$ cat config.mk
export PLATFORM = sky130hd
export DESIGN_NAME = gdio_port
export DESIGN_NICKNAME = d
export VERILOG_FILES = /design/src/gdio_pkg.sv /design/src/gdio_port.sv
export SDC_FILE = /design/constraint.sdc
export NUM_CORES = 1
export LEC_CHECK = 0
export ABC_CLOCK_PERIOD_IN_PS = 2700
export BUFFER_PORTS_ARGS = -buffer_cell sky130_fd_sc_hd__clkbuf_2
export CORE_UTILIZATION = 30
export CTS_BUF_LIST = sky130_fd_sc_hd__clkbuf_4 sky130_fd_sc_hd__clkbuf_8
export DETAILED_ROUTE_END_ITERATION = 10
export PLACE_DENSITY_LB_ADDON = 0.1
export RECOVER_POWER = 50
export SYNTH_ARGS = -nofsm -noshare
export SYNTH_HDL_FRONTEND = slang
export SYNTH_SLANG_ARGS = --single-unit
$ cat constraint.sdc
create_clock -name mclk -period 2.7 [get_ports mclk]
set_clock_uncertainty 0.15 [all_clocks]
set_input_delay 0.54 -clock mclk [delete_from_list [all_inputs] [get_ports mclk]]
set_output_delay 0.54 -clock mclk [all_outputs]
set_load 0.05 [all_outputs]
$ cat src/gdio_pkg.sv
// constants for the general digital io port
// assumes one clock and a byte wide register port
package gdio_pkg;

   // port geometry
   localparam int GDIO_PINS = 4;
   localparam int GDIO_DW = 8;
   localparam int GDIO_AW = 3;

   // register offsets
   localparam logic [2:0] GDIO_OFS_DIR = 3'h0;
   localparam logic [2:0] GDIO_OFS_OUT = 3'h1;
   localparam logic [2:0] GDIO_OFS_PULL = 3'h2;
   localparam logic [2:0] GDIO_OFS_IN = 3'h3;
   localparam logic [2:0] GDIO_OFS_CTRL = 3'h4;

   // control register field
   localparam int GDIO_CTRL_BBM_BIT = 0;

   // reset values
   localparam logic [3:0] GDIO_RST_DIR = 4'h0;
   localparam logic [3:0] GDIO_RST_OUT = 4'h0;
   localparam logic [3:0] GDIO_RST_PULL = 4'h0;
   localparam logic [3:0] GDIO_RST_IN = 4'h0;
   localparam logic GDIO_RST_BBM = 1'b0;
   localparam logic [7:0] GDIO_RST_RDATA = 8'h00;

   // clamp level for a sleeping input
   localparam logic [3:0] GDIO_CLAMP_LVL = 4'h0;

   // pin state type
   typedef logic [GDIO_PINS-1:0] gdio_pins_t;

endpackage : gdio_pkg

$ cat src/gdio_port.sv
// four pin general digital io port: direction, output value,
// pull-up, toggle by write, break-before-make and input sync
// assumes a register master on mclk and pads outside the chip
// pad levels enter through a falling edge stage and a rising edge stage
// only the driver enable and pull-up enable clear without a clock
// reserved data bits read zero and are ignored on write
//
// Implementation choices: strobed register access and the address map.
`timescale 1ns/10ps

module gdio_port
   import gdio_pkg::*;
(
   input wire logic mclk, // system clock
   input wire logic rstn, // reset, low active
   input wire logic [gdio_pkg::GDIO_AW-1:0] reg_addr, // register offset
   input wire logic [gdio_pkg::GDIO_DW-1:0] reg_wdata, // write data
   input wire logic reg_wr, // write strobe
   input wire logic reg_rd, // read strobe
   output logic [gdio_pkg::GDIO_DW-1:0] reg_rdata, // read data, next cycle
   input wire logic [gdio_pkg::GDIO_PINS-1:0] pad_in, // pad level
   output logic [gdio_pkg::GDIO_PINS-1:0] pad_out, // pad drive value
   output logic [gdio_pkg::GDIO_PINS-1:0] pad_oe, // pad driver enable
   output logic [gdio_pkg::GDIO_PINS-1:0] pad_pullup, // pull-up enable
   input wire logic sleep_clamp, // deep sleep clamp request
   input wire logic [gdio_pkg::GDIO_PINS-1:0] ext_int_en // pin used as ext irq
);

   import gdio_pkg::*;

   // widen a pin vector onto the data bus
   function automatic logic [GDIO_DW-1:0] gdio_widen(input gdio_pins_t v);
      logic [GDIO_DW-1:0] w;
      w = '0;
      w[GDIO_PINS-1:0] = v;
      return w;
   endfunction : gdio_widen

   // write decode for one offset
   function automatic logic gdio_hit(
      input logic wr,
      input logic [GDIO_AW-1:0] a,
      input logic [GDIO_AW-1:0] ofs
   );
      return wr && (a == ofs);
   endfunction : gdio_hit

   // driver enable for one pin from the direction held now and about to load
   function automatic logic gdio_oe_pin(
      input logic dir_now,
      input logic dir_new,
      input logic bbm_on
   );
      logic oe;
      if (!dir_new) begin
         // release at once, break-before-make or not
         oe = 1'b0;
      end else if (bbm_on && !dir_now) begin
         // fresh output: hold tri-state for this one cycle
         oe = 1'b0;
      end else begin
         oe = 1'b1;
      end
      return oe;
   endfunction : gdio_oe_pin

   // level seen by the input stage for one pin
   function automatic logic gdio_clamp_pin(
      input logic lvl,
      input logic clamp_on,
      input logic irq_pin,
      input logic clamp_lvl
   );
      logic v;
      v = lvl;
      if (clamp_on && !irq_pin) begin
         // releasing this on a high pin is seen as a change
         v = clamp_lvl;
      end
      return v;
   endfunction : gdio_clamp_pin

   // register state
   // held values behind offsets 0, 1, 2 and 4
   gdio_pins_t dir_reg;
   gdio_pins_t dir_next;
   gdio_pins_t out_reg;
   gdio_pins_t out_next;
   gdio_pins_t pull_reg;
   gdio_pins_t pull_next;
   logic bbm_reg;
   logic bbm_next;

   // pad driver state
   // lags a rising direction bit by a cycle only under break-before-make
   gdio_pins_t oe_reg;
   gdio_pins_t oe_next;

   // input path state
   // clamped level, falling edge stage, input register bits
   gdio_pins_t din_clamped;
   gdio_pins_t sync_low_reg;
   gdio_pins_t in_reg;

   // read data state
   // cleared whenever no read strobe was seen
   logic [GDIO_DW-1:0] rdata_reg;
   logic [GDIO_DW-1:0] rdata_next;

   // write decode
   logic wr_dir;
   logic wr_out;
   logic wr_pull;
   logic wr_in;
   logic wr_ctrl;

   // one strobe at a time, so the toggle and the value write never meet;
   // unmapped offsets decode to nothing and are dropped
   assign wr_dir = gdio_hit(reg_wr, reg_addr, GDIO_OFS_DIR);
   assign wr_out = gdio_hit(reg_wr, reg_addr, GDIO_OFS_OUT);
   assign wr_pull = gdio_hit(reg_wr, reg_addr, GDIO_OFS_PULL);
   assign wr_in = gdio_hit(reg_wr, reg_addr, GDIO_OFS_IN);
   assign wr_ctrl = gdio_hit(reg_wr, reg_addr, GDIO_OFS_CTRL);

   // next values of the software registers
   // every register holds unless its own offset is written; the output value also changes on a write to offset 3
   // a toggle write reads the held value, not the pad level
   always_comb begin
      dir_next = dir_reg;
      out_next = out_reg;
      pull_next = pull_reg;
      bbm_next = bbm_reg;
      if (wr_dir) begin
         dir_next = reg_wdata[GDIO_PINS-1:0];
      end
      if (wr_out) begin
         out_next = reg_wdata[GDIO_PINS-1:0];
      end
      if (wr_in) begin
         // ones invert, zeros keep; direction does not matter
         out_next = out_reg ^ reg_wdata[GDIO_PINS-1:0];
      end
      if (wr_pull) begin
         // output low with pull-up is not blocked here
         pull_next = reg_wdata[GDIO_PINS-1:0];
      end
      if (wr_ctrl) begin
         bbm_next = reg_wdata[GDIO_CTRL_BBM_BIT];
      end
   end

   // software registers, cleared by reset
   // these need a clock to clear; the pads stay safe meanwhile
   // because the driver enable clears on its own
   always_ff @(posedge mclk) begin
      if (!rstn) begin
         dir_reg <= GDIO_RST_DIR;
         out_reg <= GDIO_RST_OUT;
         bbm_reg <= GDIO_RST_BBM;
      end else begin
         dir_reg <= dir_next;
         out_reg <= out_next;
         bbm_reg <= bbm_next;
      end
   end

   // driver enable next value
   // compares the direction about to load with the one held now:
   // a rising bit with break-before-make on gives one tri-state cycle,
   // a falling bit drops the driver at the same edge as the direction;
   // direction changes in back-to-back cycles cannot skip the hold
   always_comb begin
      oe_next = '0;
      for (int i = 0; i < GDIO_PINS; i++) begin
         oe_next[i] = gdio_oe_pin(dir_reg[i], dir_next[i], bbm_reg);
      end
   end

   // driver enable, cleared without waiting for a clock edge
   // a stopped clock must not leave a pin driving while reset is low
   // the reset branch loads a constant only
   always_ff @(posedge mclk or negedge rstn) begin
      if (!rstn) begin
         oe_reg <= GDIO_RST_DIR;
      end else begin
         oe_reg <= oe_next;
      end
   end

   // pull-up enables, forced off under reset asynchronously
   // an unused pin kept up by its pull-up floats while reset is low
   always_ff @(posedge mclk or negedge rstn) begin
      if (!rstn) begin
         pull_reg <= GDIO_RST_PULL;
      end else begin
         pull_reg <= pull_next;
      end
   end

   // clamp ahead of the input stage during deep sleep
   // floating or mid-rail pads then cost no current in the input buffer
   // interrupt pins stay open so they can still wake the chip
   always_comb begin
      din_clamped = pad_in;
      for (int i = 0; i < GDIO_PINS; i++) begin
         din_clamped[i] = gdio_clamp_pin(pad_in[i], sleep_clamp, ext_int_en[i],
                                         GDIO_CLAMP_LVL[i]);
      end
   end

   // first stage: value held from the falling clock edge
   // stands in for a latch open while the clock is high: both hand the
   // level present at the fall to the rising edge stage
   // only the second stage reads this flop
   always_ff @(negedge mclk) begin
      if (!rstn) begin
         sync_low_reg <= GDIO_RST_IN;
      end else begin
         sync_low_reg <= din_clamped;
      end
   end

   // second stage: input bits load on the rising edge
   // a pad change lands here half to one and a half cycles later,
   // depending on where in the cycle it arrives
   always_ff @(posedge mclk) begin
      if (!rstn) begin
         in_reg <= GDIO_RST_IN;
      end else begin
         // a pad driven from out_reg arrives one cycle later
         in_reg <= sync_low_reg;
      end
   end

   // read data mux, unmapped offsets read zero
   // reserved bits above the pins always read zero
   always_comb begin
      rdata_next = GDIO_RST_RDATA;
      if (reg_rd) begin
         case (reg_addr)
            GDIO_OFS_DIR: begin
               rdata_next = gdio_widen(dir_reg);
            end
            GDIO_OFS_OUT: begin
               rdata_next = gdio_widen(out_reg);
            end
            GDIO_OFS_PULL: begin
               rdata_next = gdio_widen(pull_reg);
            end
            GDIO_OFS_IN: begin
               rdata_next = gdio_widen(in_reg);
            end
            GDIO_OFS_CTRL: begin
               rdata_next = GDIO_RST_RDATA;
               rdata_next[GDIO_CTRL_BBM_BIT] = bbm_reg;
            end
            default: begin
               rdata_next = GDIO_RST_RDATA;
            end
         endcase
      end
   end

   // read data register, valid only in the cycle after the strobe
   // the master takes the data in that cycle; it never waits
   always_ff @(posedge mclk) begin
      if (!rstn) begin
         rdata_reg <= GDIO_RST_RDATA;
      end else begin
         rdata_reg <= rdata_next;
      end
   end

   // outputs straight from flip-flops
   // no logic between the registers and the pads avoids glitches
   assign reg_rdata = rdata_reg;
   assign pad_out = out_reg;
   assign pad_oe = oe_reg;
   assign pad_pullup = pull_reg;

endmodule : gdio_port

---- Word-level counts from Yosys, hierarchy flattened ----
Cells that the tools add are included.
cells by class
  equal/unequal tests ..................... 4
  muxes and demuxes ....................... 12
  bitwise gates (word level) .............. 2
  reductions and logical operators ........ 28
operators by type and width
  operator              count
  $pmux W4 S5           1
  $logic_and A1 B1 Y1   13
  $mux W4               3
  $logic_not A1 Y1      8
  $mux W1               8
  $reduce_or A2 Y1      4
  $eq A3 B2 Y1 const B  2
  $xor A4 B4 Y4         1
  $eq A3 B1 Y1 const B  1
  $eq A3 B3 Y1 const B  1
  $logic_not A3 Y1      1
  $reduce_and A2 Y1     1
  $reduce_bool A2 Y1    1
  $not A1 Y1            1
word-level totals
  flip-flop bits (word level) ............. 33
  bits of input ports ..................... 24
  output and inout port bits .............. 20
  logic and storage cells ................. 57

---- Longest topological paths before layout ----
Gate-level depths: netlist of the first run.
  word-level depth ........................ 4
  mapped depth ............................ 5
  mapped depth without buffers ............ 3

==> flow_summary_export.csv, run 1 <==
group,metric,value,unit
outcome,outcome,"finished clean",
yosys,ys_seq_area_frac,0.488,
final_layout,fin_util,0.380,
final_layout,areaGrowthSynthToFinish,20.4,%
final_layout,diodes,0,
global_routing,grt_overflow,0,
sta,slew_viol_final,0,
final_layout,mostFrequentLayoutCell,"clkbuf_2",
place,post-place-ws,0.255,ns
route,routed-via-count,945,
sta,relSlewSlack,0.250,
floorplanning,rows,23,
setup_path,critPathBufInv,2,
sta,setup_viol,0,
sta,max_freq,0.452,GHz
sta,finalHoldViolCount,0,
floorplanning,core,0.00403,sq mm
yosys,ys_ff_latch,29,
route,first_pass_iters,4,
power_and_ir_drop,p_per_area,664,mW/mm^2
floorplanning,die_y,67.1,microns
setup_path,reg2reg_depth,1,
sta,fin_tns_setup,0,ns
cts,postCtsSetupBuffers,0,
cts,cts_buffers,5,
setup_path,crit_chain,"clkbuf_1 > clkbuf_1 > nand2_1 > or2_2 > o22ai_1",
final_layout,multi_input_area,554,sq um
floorplanning,ios,44,
setup_path,crit_path_max_incr_delay,0.86,ns
route,ant_nets,0,
place,gp_congestion,0.711,
yosys,synth.avg_cell_area,10.9,sq um
cts,clkTransAtPathRegs,0.06,ns
place,io_buffer_count,35,
final_layout,register_area,621,sq um
power_and_ir_drop,peakVddDrop,247,uV
cts,cts_sinks,29,
sta,setup_slack,0.488,ns
floorplanning,die_area,0.00450,sq mm
run,maxCapViolCount,0,
setup_path,cp_data_arrival_time,2.27,ns
floorplanning,start_util,0.316,
global_routing,grt_pass1_vias,856,
setup_path,r2r_slack,0.60,ns
yosys,yosys_warnings,0,
setup_path,endpoint_kind,"flop",
worst_hold_path,hold_depth,1,
global_routing,grt_pass1_wl,4090,microns
yosys,syn_area,0.00127,sq mm
setup_path,crit_slowest_cell,"clkbuf_1",
setup_path,cp-start-kind,"input port",
sta,finalCriticalPeriod,2.21,ns
route,viasPerCell,4.59,
worst_hold_path,hold_class,"reg2reg",
cts,cts_tree,"yes",
setup_path,regToRegEndpoint,"in_reg[0]",
global_routing,antenna_found_initial,0,
final_layout,fillCellCount,431,
worst_hold_path,holdCritStartpoint,"dir_reg[2]",
global_routing,grt_use_total,0.132,
cts,clock_latency,0.34,ns
route,avgRoutedWirePerCell,13.2,microns
cts,clockBufferDepth,2,
power_and_ir_drop,finalPower,1.02,mW
cts,cts-root-buf,"clkbuf_8",
final_layout,drive_above_1_share,0.288,
setup_path,cp_max_fo,26,
yosys,synth_cells,117,
setup_path,critPathRequiredTime,2.76,ns
sta,grt_setup_unrepaired,"false",
yosys,netlist-cell-type-count,25,
cts,htree_levels,2,
route,drt-total-wl,2710,microns
setup_path,worstReg2RegStart,"sync_low_reg[0]",
place,dp_hpwl,1920,microns
final_layout,final_cell_mix,"clkbuf_2 (25), dfxtp_1 (21), nand2_1 (14), inv_1 (13), clkbuf_1 (11)",
final_layout,num-nets-final,180,
setup_path,crit_family,"buffers and inverters",
floorplanning,die_w,67.1,microns
sta,tightest_slew,1.13,ns
cts,cts_resized,0,
route,drt_iter0_drc,28,
setup_path,path_class,"in2reg",
worst_hold_path,worst_hold_path.endpoint,"pad_oe[2]",
sta,hold_ws,0.354,ns
power_and_ir_drop,p_leak,0.716,nW
route,drcViolationCount,0,
cts,cts_hold_buf,0,
global_routing,grt_max_degree,27,
sta,min_period_over_period,0.819,
setup_path,cp_common_cell,"clkbuf_1",
how the worst max path moves through the flow:
stage / startpoint / to / depth (start not counted)
floorplan: rstn / sync_low_reg[0] / 3
global placement: rstn / sync_low_reg[0] / 3
detailed placement: rstn / sync_low_reg[3] / 3
CTS: rstn / sync_low_reg[3] / 3
global route: rstn / reg_rdata[0] / 5
finish: rstn / reg_rdata[0] / 5
layer usage:
| layer | global-route usage | vias to the layer above | routed length (microns) |
|---|---|---|---|
| met3 | 0.0531 | 8 | 153 |
| met5 | 0 | - | 0 |
| met4 | 0.0851 | 0 | 75 |
| met1 | 0.153 | 443 | 1160 |
| li1 | - | 465 | - |
| met2 | 0.200 | 29 | 1330 |
where the power goes:
part	internal, mW	switching [mW]	total [mW]
Sequential	0.457	0.0168	0.474
Clock	0.178	0.172	0.350
Combinational	0.0590	0.133	0.192
Total	0.694	0.322	1.02
Yosys cell counts, drive strengths merged:
cell | n | share of area
nand3b | 1 | 0.0059
and4bb | 1 | 0.0098
nand2 | 14 | 0.041
nand3 | 2 | 0.0079
or4b | 1 | 0.011
clkbuf | 2 | 0.0059
o22ai | 5 | 0.025
inv | 10 | 0.030
dfxtp | 21 | 0.33
mux2 | 8 | 0.071
nor2 | 2 | 0.019
and2 | 4 | 0.020
nor2b | 7 | 0.034
mux2i | 5 | 0.039
a21oi | 8 | 0.031
buf | 8 | 0.049
o22a | 4 | 0.028
mux4 | 4 | 0.077
or2 | 1 | 0.0049
conb | 1 | 0.0029
dfrtp | 8 | 0.16
stage by stage:
step / std cells / cell area (sq um)
after global routing: 206 / 1530
after global placement: 196 / 1460
final: 206 / 1530
after detailed placement: 196 / 1460
after CTS: 206 / 1550
after floorplan: 120 / 1280
kinds of logic (layout without fill, tap and decap cells):
family                 Yosys count  in the layout  share of synthesized area
AOI/OAI and AO/OA               17             17                     0.0837
buffers and inverters           20             56                     0.0847
DFF                             29             29                      0.488
muxes                           17             17                      0.187
other                            1              4                    0.00295
and+or+nand+nor                 33             33                      0.154
cell type report:
cell class	instances	area share
flip-flops and latches	29	0.406
clock buffers	5	0.0450
well taps	50	0.0409
inverters	9	0.0221
clock inverters	6	0.0155
multi-input cells	71	0.362
repair buffers	36	0.109
Power figures use the tool's default switching activity.
==> run 2, diff against run 1 <==
--- a/config.mk
+++ b/config.mk
@@ -5,7 +5,8 @@
 export SDC_FILE = /design/constraint.sdc
 export NUM_CORES = 1
 export LEC_CHECK = 0
-export ABC_CLOCK_PERIOD_IN_PS = 2700
+export ABC_AREA = 1
+export ABC_CLOCK_PERIOD_IN_PS = 1900
 export BUFFER_PORTS_ARGS = -buffer_cell sky130_fd_sc_hd__clkbuf_2
 export CORE_UTILIZATION = 30
 export CTS_BUF_LIST = sky130_fd_sc_hd__clkbuf_4 sky130_fd_sc_hd__clkbuf_8
==> constraint.sdc (replaced) <==
create_clock -name mclk -period 1.9 [get_ports mclk]
set_clock_uncertainty 0.15 [all_clocks]
set_input_delay 0.38 -clock mclk [delete_from_list [all_inputs] [get_ports mclk]]
set_output_delay 0.38 -clock mclk [all_outputs]
set_load 0.05 [all_outputs]
==> flow_summary_export.csv, run 2 <==
group,metric,value,unit
yosys,synth_area_leaders,"dfxtp_1 (33%), dfrtp_1 (16%), nand2_1 (13%)",
cts,postCtsSetupBuffers,0,
final_layout,areaGrowthSynthToFinish,22.9,%
setup_path,cp_data_arrival_time,1.65,ns
final_layout,diodes,0,
setup_path,crit_path_max_incr_delay,0.29,ns
yosys,ys_ff_latch,29,
power_and_ir_drop,p_per_area,896,mW/mm^2
setup_path,endpoint_kind,"flop",
sta,slew_viol_final,0,
final_layout,mostFrequentLayoutCell,"nand2_1",
route,drcViolationCount,0,
sta,relSlewSlack,0.606,
floorplanning,rows,23,
route,routed-via-count,1181,
global_routing,grtUsageMet2,0.235,
yosys,synthArstFlopShare,0.276,
global_routing,antenna_found_initial,0,
floorplanning,die_w,67.4,microns
route,avgRoutedWirePerCell,10.8,microns
yosys,ys_seq_area_frac,0.484,
cts,clock_latency,0.33,ns
place,dp_hpwl,2290,microns
sta,tightest_slew,0.594,ns
cts,clkTransAtPathRegs,0.06,ns
setup_path,cp_max_fo,1,
sta,finalHoldViolCount,0,
floorplanning,ios,44,
yosys,synth_cells,174,
global_routing,grt_use_met1,0.179,
global_routing,top_usage_layer,"met2",
cts,clockBufferDepth,2,
cts,cts_tree,"yes",
yosys,synthTopCellsByCount,"nand2_1 (44), nor2_1 (27), dfxtp_1 (21), inv_1 (19), nand3_1 (11)",
run,maxCapViolCount,0,
final_layout,num-nets-final,241,
place,gp_congestion,0.805,
sta,grt_setup_unrepaired,"false",
setup_path,critPathRequiredTime,1.92,ns
setup_path,cp-start-kind,"flop",
route,first_pass_iters,4,
cts,cts_resized,0,
power_and_ir_drop,p_leak,0.869,nW
yosys,netlist-cell-type-count,21,
floorplanning,die_y,67.4,microns
global_routing,grt_max_degree,16,
yosys,syn_area,0.00128,sq mm
route,drt-total-wl,2910,microns
floorplanning,core,0.00406,sq mm
yosys,synth-edff-count,0,
sta,fin_tns_setup,0,ns
cts,cts_sinks,29,
yosys,synth.avg_cell_area,7.37,sq um
yosys,yosys.area.top_type,"dfxtp_1",
power_and_ir_drop,peakVddDrop,563,uV
global_routing,grt_overflow,0,
cts,cts-root-buf,"clkbuf_8",
floorplanning,die_area,0.00454,sq mm
sta,hold_ws,0.228,ns
setup_path,crit_chain,"nand2_1 > inv_1",
setup_path,path_class,"reg2reg",
setup_path,critPathBufInv,1,
route,viasPerCell,4.41,
setup_path,reg2reg_depth,2,
floorplanning,start_util,0.316,
setup_path,path_depth,2,
place,io_buffer_count,35,
worst_hold_path,hold_class,"in2reg",
route,ant_nets,0,
yosys,synth_most_common_cell,"nand2_1",
global_routing,grt_use_total,0.147,
sta,setup_viol,0,
final_layout,fillCellCount,452,
yosys,synth_ff_type,"dfxtp_1",
setup_path,crit_slowest_cell,"dfxtp_1",
final_layout,final_cell_mix,"nand2_1 (46), clkbuf_2 (30), nor2_1 (27), inv_1 (24), dfxtp_1 (21)",
worst_hold_path,hold_depth,3,
route,drt_iter0_drc,47,
global_routing,grt_pass1_vias,1123,
outcome,outcome,"finished clean",
cts,cts_hold_buf,1,
cts,cts_buffers,5,
final_layout,drive_above_1_share,0.197,
cts,htree_levels,2,
global_routing,met3_usage,0.0574,
yosys,synth_top_area_frac,0.328,
yosys,yosys_warnings,0,
setup_path,crit_family,"flip-flops",
global_routing,grt_pass1_wl,4860,microns
-- run 2: changes by cell type in the layout (fill, tap and decap cells not counted), moves of 6 or more --
cell      change
nor2_1       +26
inv_1        +11
nand2_1      +32
o21ai_0       +9
nor2b_1       -7
mux2_2        -8
nand3_1       +9
clkbuf_1      -6
nand4_1       +7
-- run 2: power by group --
part | total (mW) | leakage [nW] | switching (mW) | internal, mW
logic | 0.251 | 0.531 | 0.190 | 0.0612
clock network | 0.491 | 0.0620 | 0.236 | 0.255
registers | 0.671 | 0.276 | 0.0224 | 0.648
-- run 2: tightest hold or removal path, delay by kind of cell --
kind / cells / cell delay [ns]
buffers and inverters: 2 / 0.17
AO/OA/AOI/OAI: 1 / 0.06
-- run 2: path summary, 6_finish.rpt --
kind | end | slack, ns | start
setup reg to reg | in_reg[3] | 0.27 | sync_low_reg[3]
setup / recovery | in_reg[3] | 0.27 | sync_low_reg[3]
hold reg to reg | pad_oe[2] | 0.35 | dir_reg[2]
max in group asynchronous | pad_pullup[3] | 0.85 | rstn
hold / removal | pad_pullup[2] | 0.23 | reg_wdata[2]
min in group asynchronous | pad_oe[0] | 0.58 | rstn
-- run 2: cells by family after synthesis --
family | share of synthesized area
and+or+nand+nor | 0.325
other | 0.00292
AOI/OAI and AO/OA | 0.0702
DFF | 0.484
buffers and inverters | 0.118
-- run 2: stage by stage --
step	util	total power [mW]	worst slack (ns)	std cells	instance area, sq um
after floorplan	-	0.888	0.00385	177	1300
after global placement	0.368	0.953	-0.0200	256	1490
after detailed placement	0.368	0.956	-0.0429	256	1490
after CTS	0.393	1.43	0.271	268	1590
after global routing	0.389	1.50	0.217	268	1580
final	0.389	1.41	0.274	268	1580
-- run 2: layout make-up --
| class | instances | area (sq um) | area share |
|---|---|---|---|
| timing repair buffer | 39 | 201 | 0.128 |
| clock buffer | 5 | 68.8 | 0.0437 |
| multi-input combinational | 116 | 512 | 0.325 |
| tap | 50 | 62.6 | 0.0397 |
| clock inverter | 7 | 26.3 | 0.0167 |
| sequential | 29 | 621 | 0.394 |
| inverter | 22 | 85.1 | 0.0540 |
-- run 2: per-layer routing --
metal / vias up / share of wire
met2: 36 / 0.45
li1: 619 / -
met4: 0 / 0.012
met5: - / 0
met3: 6 / 0.066
met1: 520 / 0.47
==> run 3, diff against run 2 <==
--- a/config.mk
+++ b/config.mk
@@ -8,6 +8,8 @@
 export ABC_AREA = 1
 export ABC_CLOCK_PERIOD_IN_PS = 1900
 export BUFFER_PORTS_ARGS = -buffer_cell sky130_fd_sc_hd__clkbuf_2
+export CELL_PAD_IN_SITES_DETAIL_PLACEMENT = 0
+export CELL_PAD_IN_SITES_GLOBAL_PLACEMENT = 1
 export CORE_UTILIZATION = 30
 export CTS_BUF_LIST = sky130_fd_sc_hd__clkbuf_4 sky130_fd_sc_hd__clkbuf_8
 export DETAILED_ROUTE_END_ITERATION = 10
==> flow_summary_export.csv, run 3 (synthesized netlist as in run 2, its figures left out) <==
group,metric,value,unit
setup_path,worstReg2RegStart,"sync_low_reg[3]",
route,first_pass_iters,4,
sta,relSlewSlack,0.607,
cts,cts_sinks,29,
floorplanning,rows,23,
floorplanning,ios,44,
global_routing,antenna_found_initial,0,
worst_hold_path,hold_class,"in2reg",
place,gp_congestion,0.730,
floorplanning,core,0.00406,sq mm
route,viasPerCell,4.34,
route,ant_nets,0,
route,drt_iter0_drc,71,
sta,finalHoldViolCount,0,
worst_hold_path,holdCritStartpoint,"reg_rd",
cts,clockBufferDepth,2,
cts,htree_levels,2,
global_routing,grt_overflow,0,
global_routing,grt_max_degree,16,
setup_path,cp_max_fo,1,
place,io_buffer_count,35,
power_and_ir_drop,finalPower,1.72,mW
setup_path,cp-start-kind,"flop",
global_routing,grt_pass1_wl,4950,microns
route,drcViolationCount,0,
place,dp_hpwl,2360,microns
setup_path,critPathRequiredTime,1.93,ns
cts,cts-root-buf,"clkbuf_8",
final_layout,fin_util,0.398,
sta,tightest_slew,0.592,ns
power_and_ir_drop,peakVddDrop,435,uV
setup_path,path_class,"reg2reg",
floorplanning,start_util,0.316,
route,routed-via-count,1160,
cts,cts_resized,0,
floorplanning,die_w,67.4,microns
final_layout,diodes,0,
route,drt-total-wl,3080,microns
setup_path,reg2reg_depth,2,
worst_hold_path,hold_depth,3,
outcome,outcome,"finished clean",
sta,hold_ws,0.241,ns
route,avgRoutedWirePerCell,11.5,microns
final_layout,mostFrequentLayoutCell,"nand2_1",
cts,cts_hold_buf,1,
final_layout,drive_above_1_share,0.212,
setup_path,endpoint_kind,"flop",
cts,postCtsSetupBuffers,0,
global_routing,grt_pass1_vias,1078,
run,maxCapViolCount,0,
sta,grt_setup_unrepaired,"false",
final_layout,num-nets-final,240,
cts,cts_buffers,5,
power_and_ir_drop,p_per_area,1060,mW/mm^2
cts,clock_latency,0.34,ns
floorplanning,die_y,67.4,microns
sta,setup_viol,0,
final_layout,areaGrowthSynthToFinish,25.9,%
power_and_ir_drop,p_leak,0.888,nW
cts,clkTransAtPathRegs,0.07,ns
cts,cts_tree,"yes",
setup_path,crit_path_start,"sync_low_reg[3]",
sta,slew_viol_final,0,
final_layout,final_cell_mix,"nand2_1 (45), clkbuf_2 (30), nor2_1 (29), inv_1 (22), dfxtp_1 (21)",
setup_path,cp_data_arrival_time,1.66,ns
global_routing,grt_use_total,0.155,
floorplanning,die_area,0.00454,sq mm
[run 3: path summary, 6_finish.rpt]
path / endpoint / slack [ns]
max: in_reg[3] / 0.27
min: reg_rdata[2] / 0.24
min reg2reg: pad_oe[0] / 0.35
max reg2reg: in_reg[3] / 0.27
max in group asynchronous: pad_oe[2] / 0.83
min in group asynchronous: pad_oe[0] / 0.60
[run 3: layer usage]
layer	GRT usage	vias to the layer above	part of all wire	routed length, microns
met5	0	-	0	0
li1	-	617	-	-
met4	0.0638	0	0.016	50
met1	0.194	495	0.47	1430
met3	0.0608	7	0.079	242
met2	0.238	41	0.44	1350
[run 3: area by class of cell]
type | count | area, sq um
Clock buffer | 5 | 68.8
Timing Repair Buffer | 38 | 194
Clock inverter | 7 | 83.8
Sequential cell | 29 | 621
Inverter | 22 | 85.1
Fill cell | 457 | 2440
Tap cell | 50 | 62.6
Multi-Input combinational cell | 116 | 499
[run 3: per-stage QoR]
| step | worst slack, ns | instance area (sq um) | setup TNS (ns) | std cells |
|---|---|---|---|---|
| after floorplan | 0.00385 | 1300 | 0 | 177 |
| after global placement | -0.0243 | 1480 | -0.0849 | 255 |
| after detailed placement | -0.0419 | 1480 | -0.123 | 255 |
| after CTS | 0.260 | 1640 | 0 | 267 |
| after global routing | 0.150 | 1610 | 0 | 267 |
| final | 0.270 | 1610 | 0 | 267 |
[run 3: worst max-delay path, cell delays in order (launching register included)]
cell	delay, ns
dfxtp_1	0.29
nand2_1	0.06
inv_1	0.03
[run 3: where the power goes]
group | switching, mW | internal [mW] | total, mW
combinational | 0.191 | 0.0598 | 0.251
sequential | 0.0223 | 0.648 | 0.670
clock | 0.261 | 0.536 | 0.798
total | 0.475 | 1.24 | 1.72
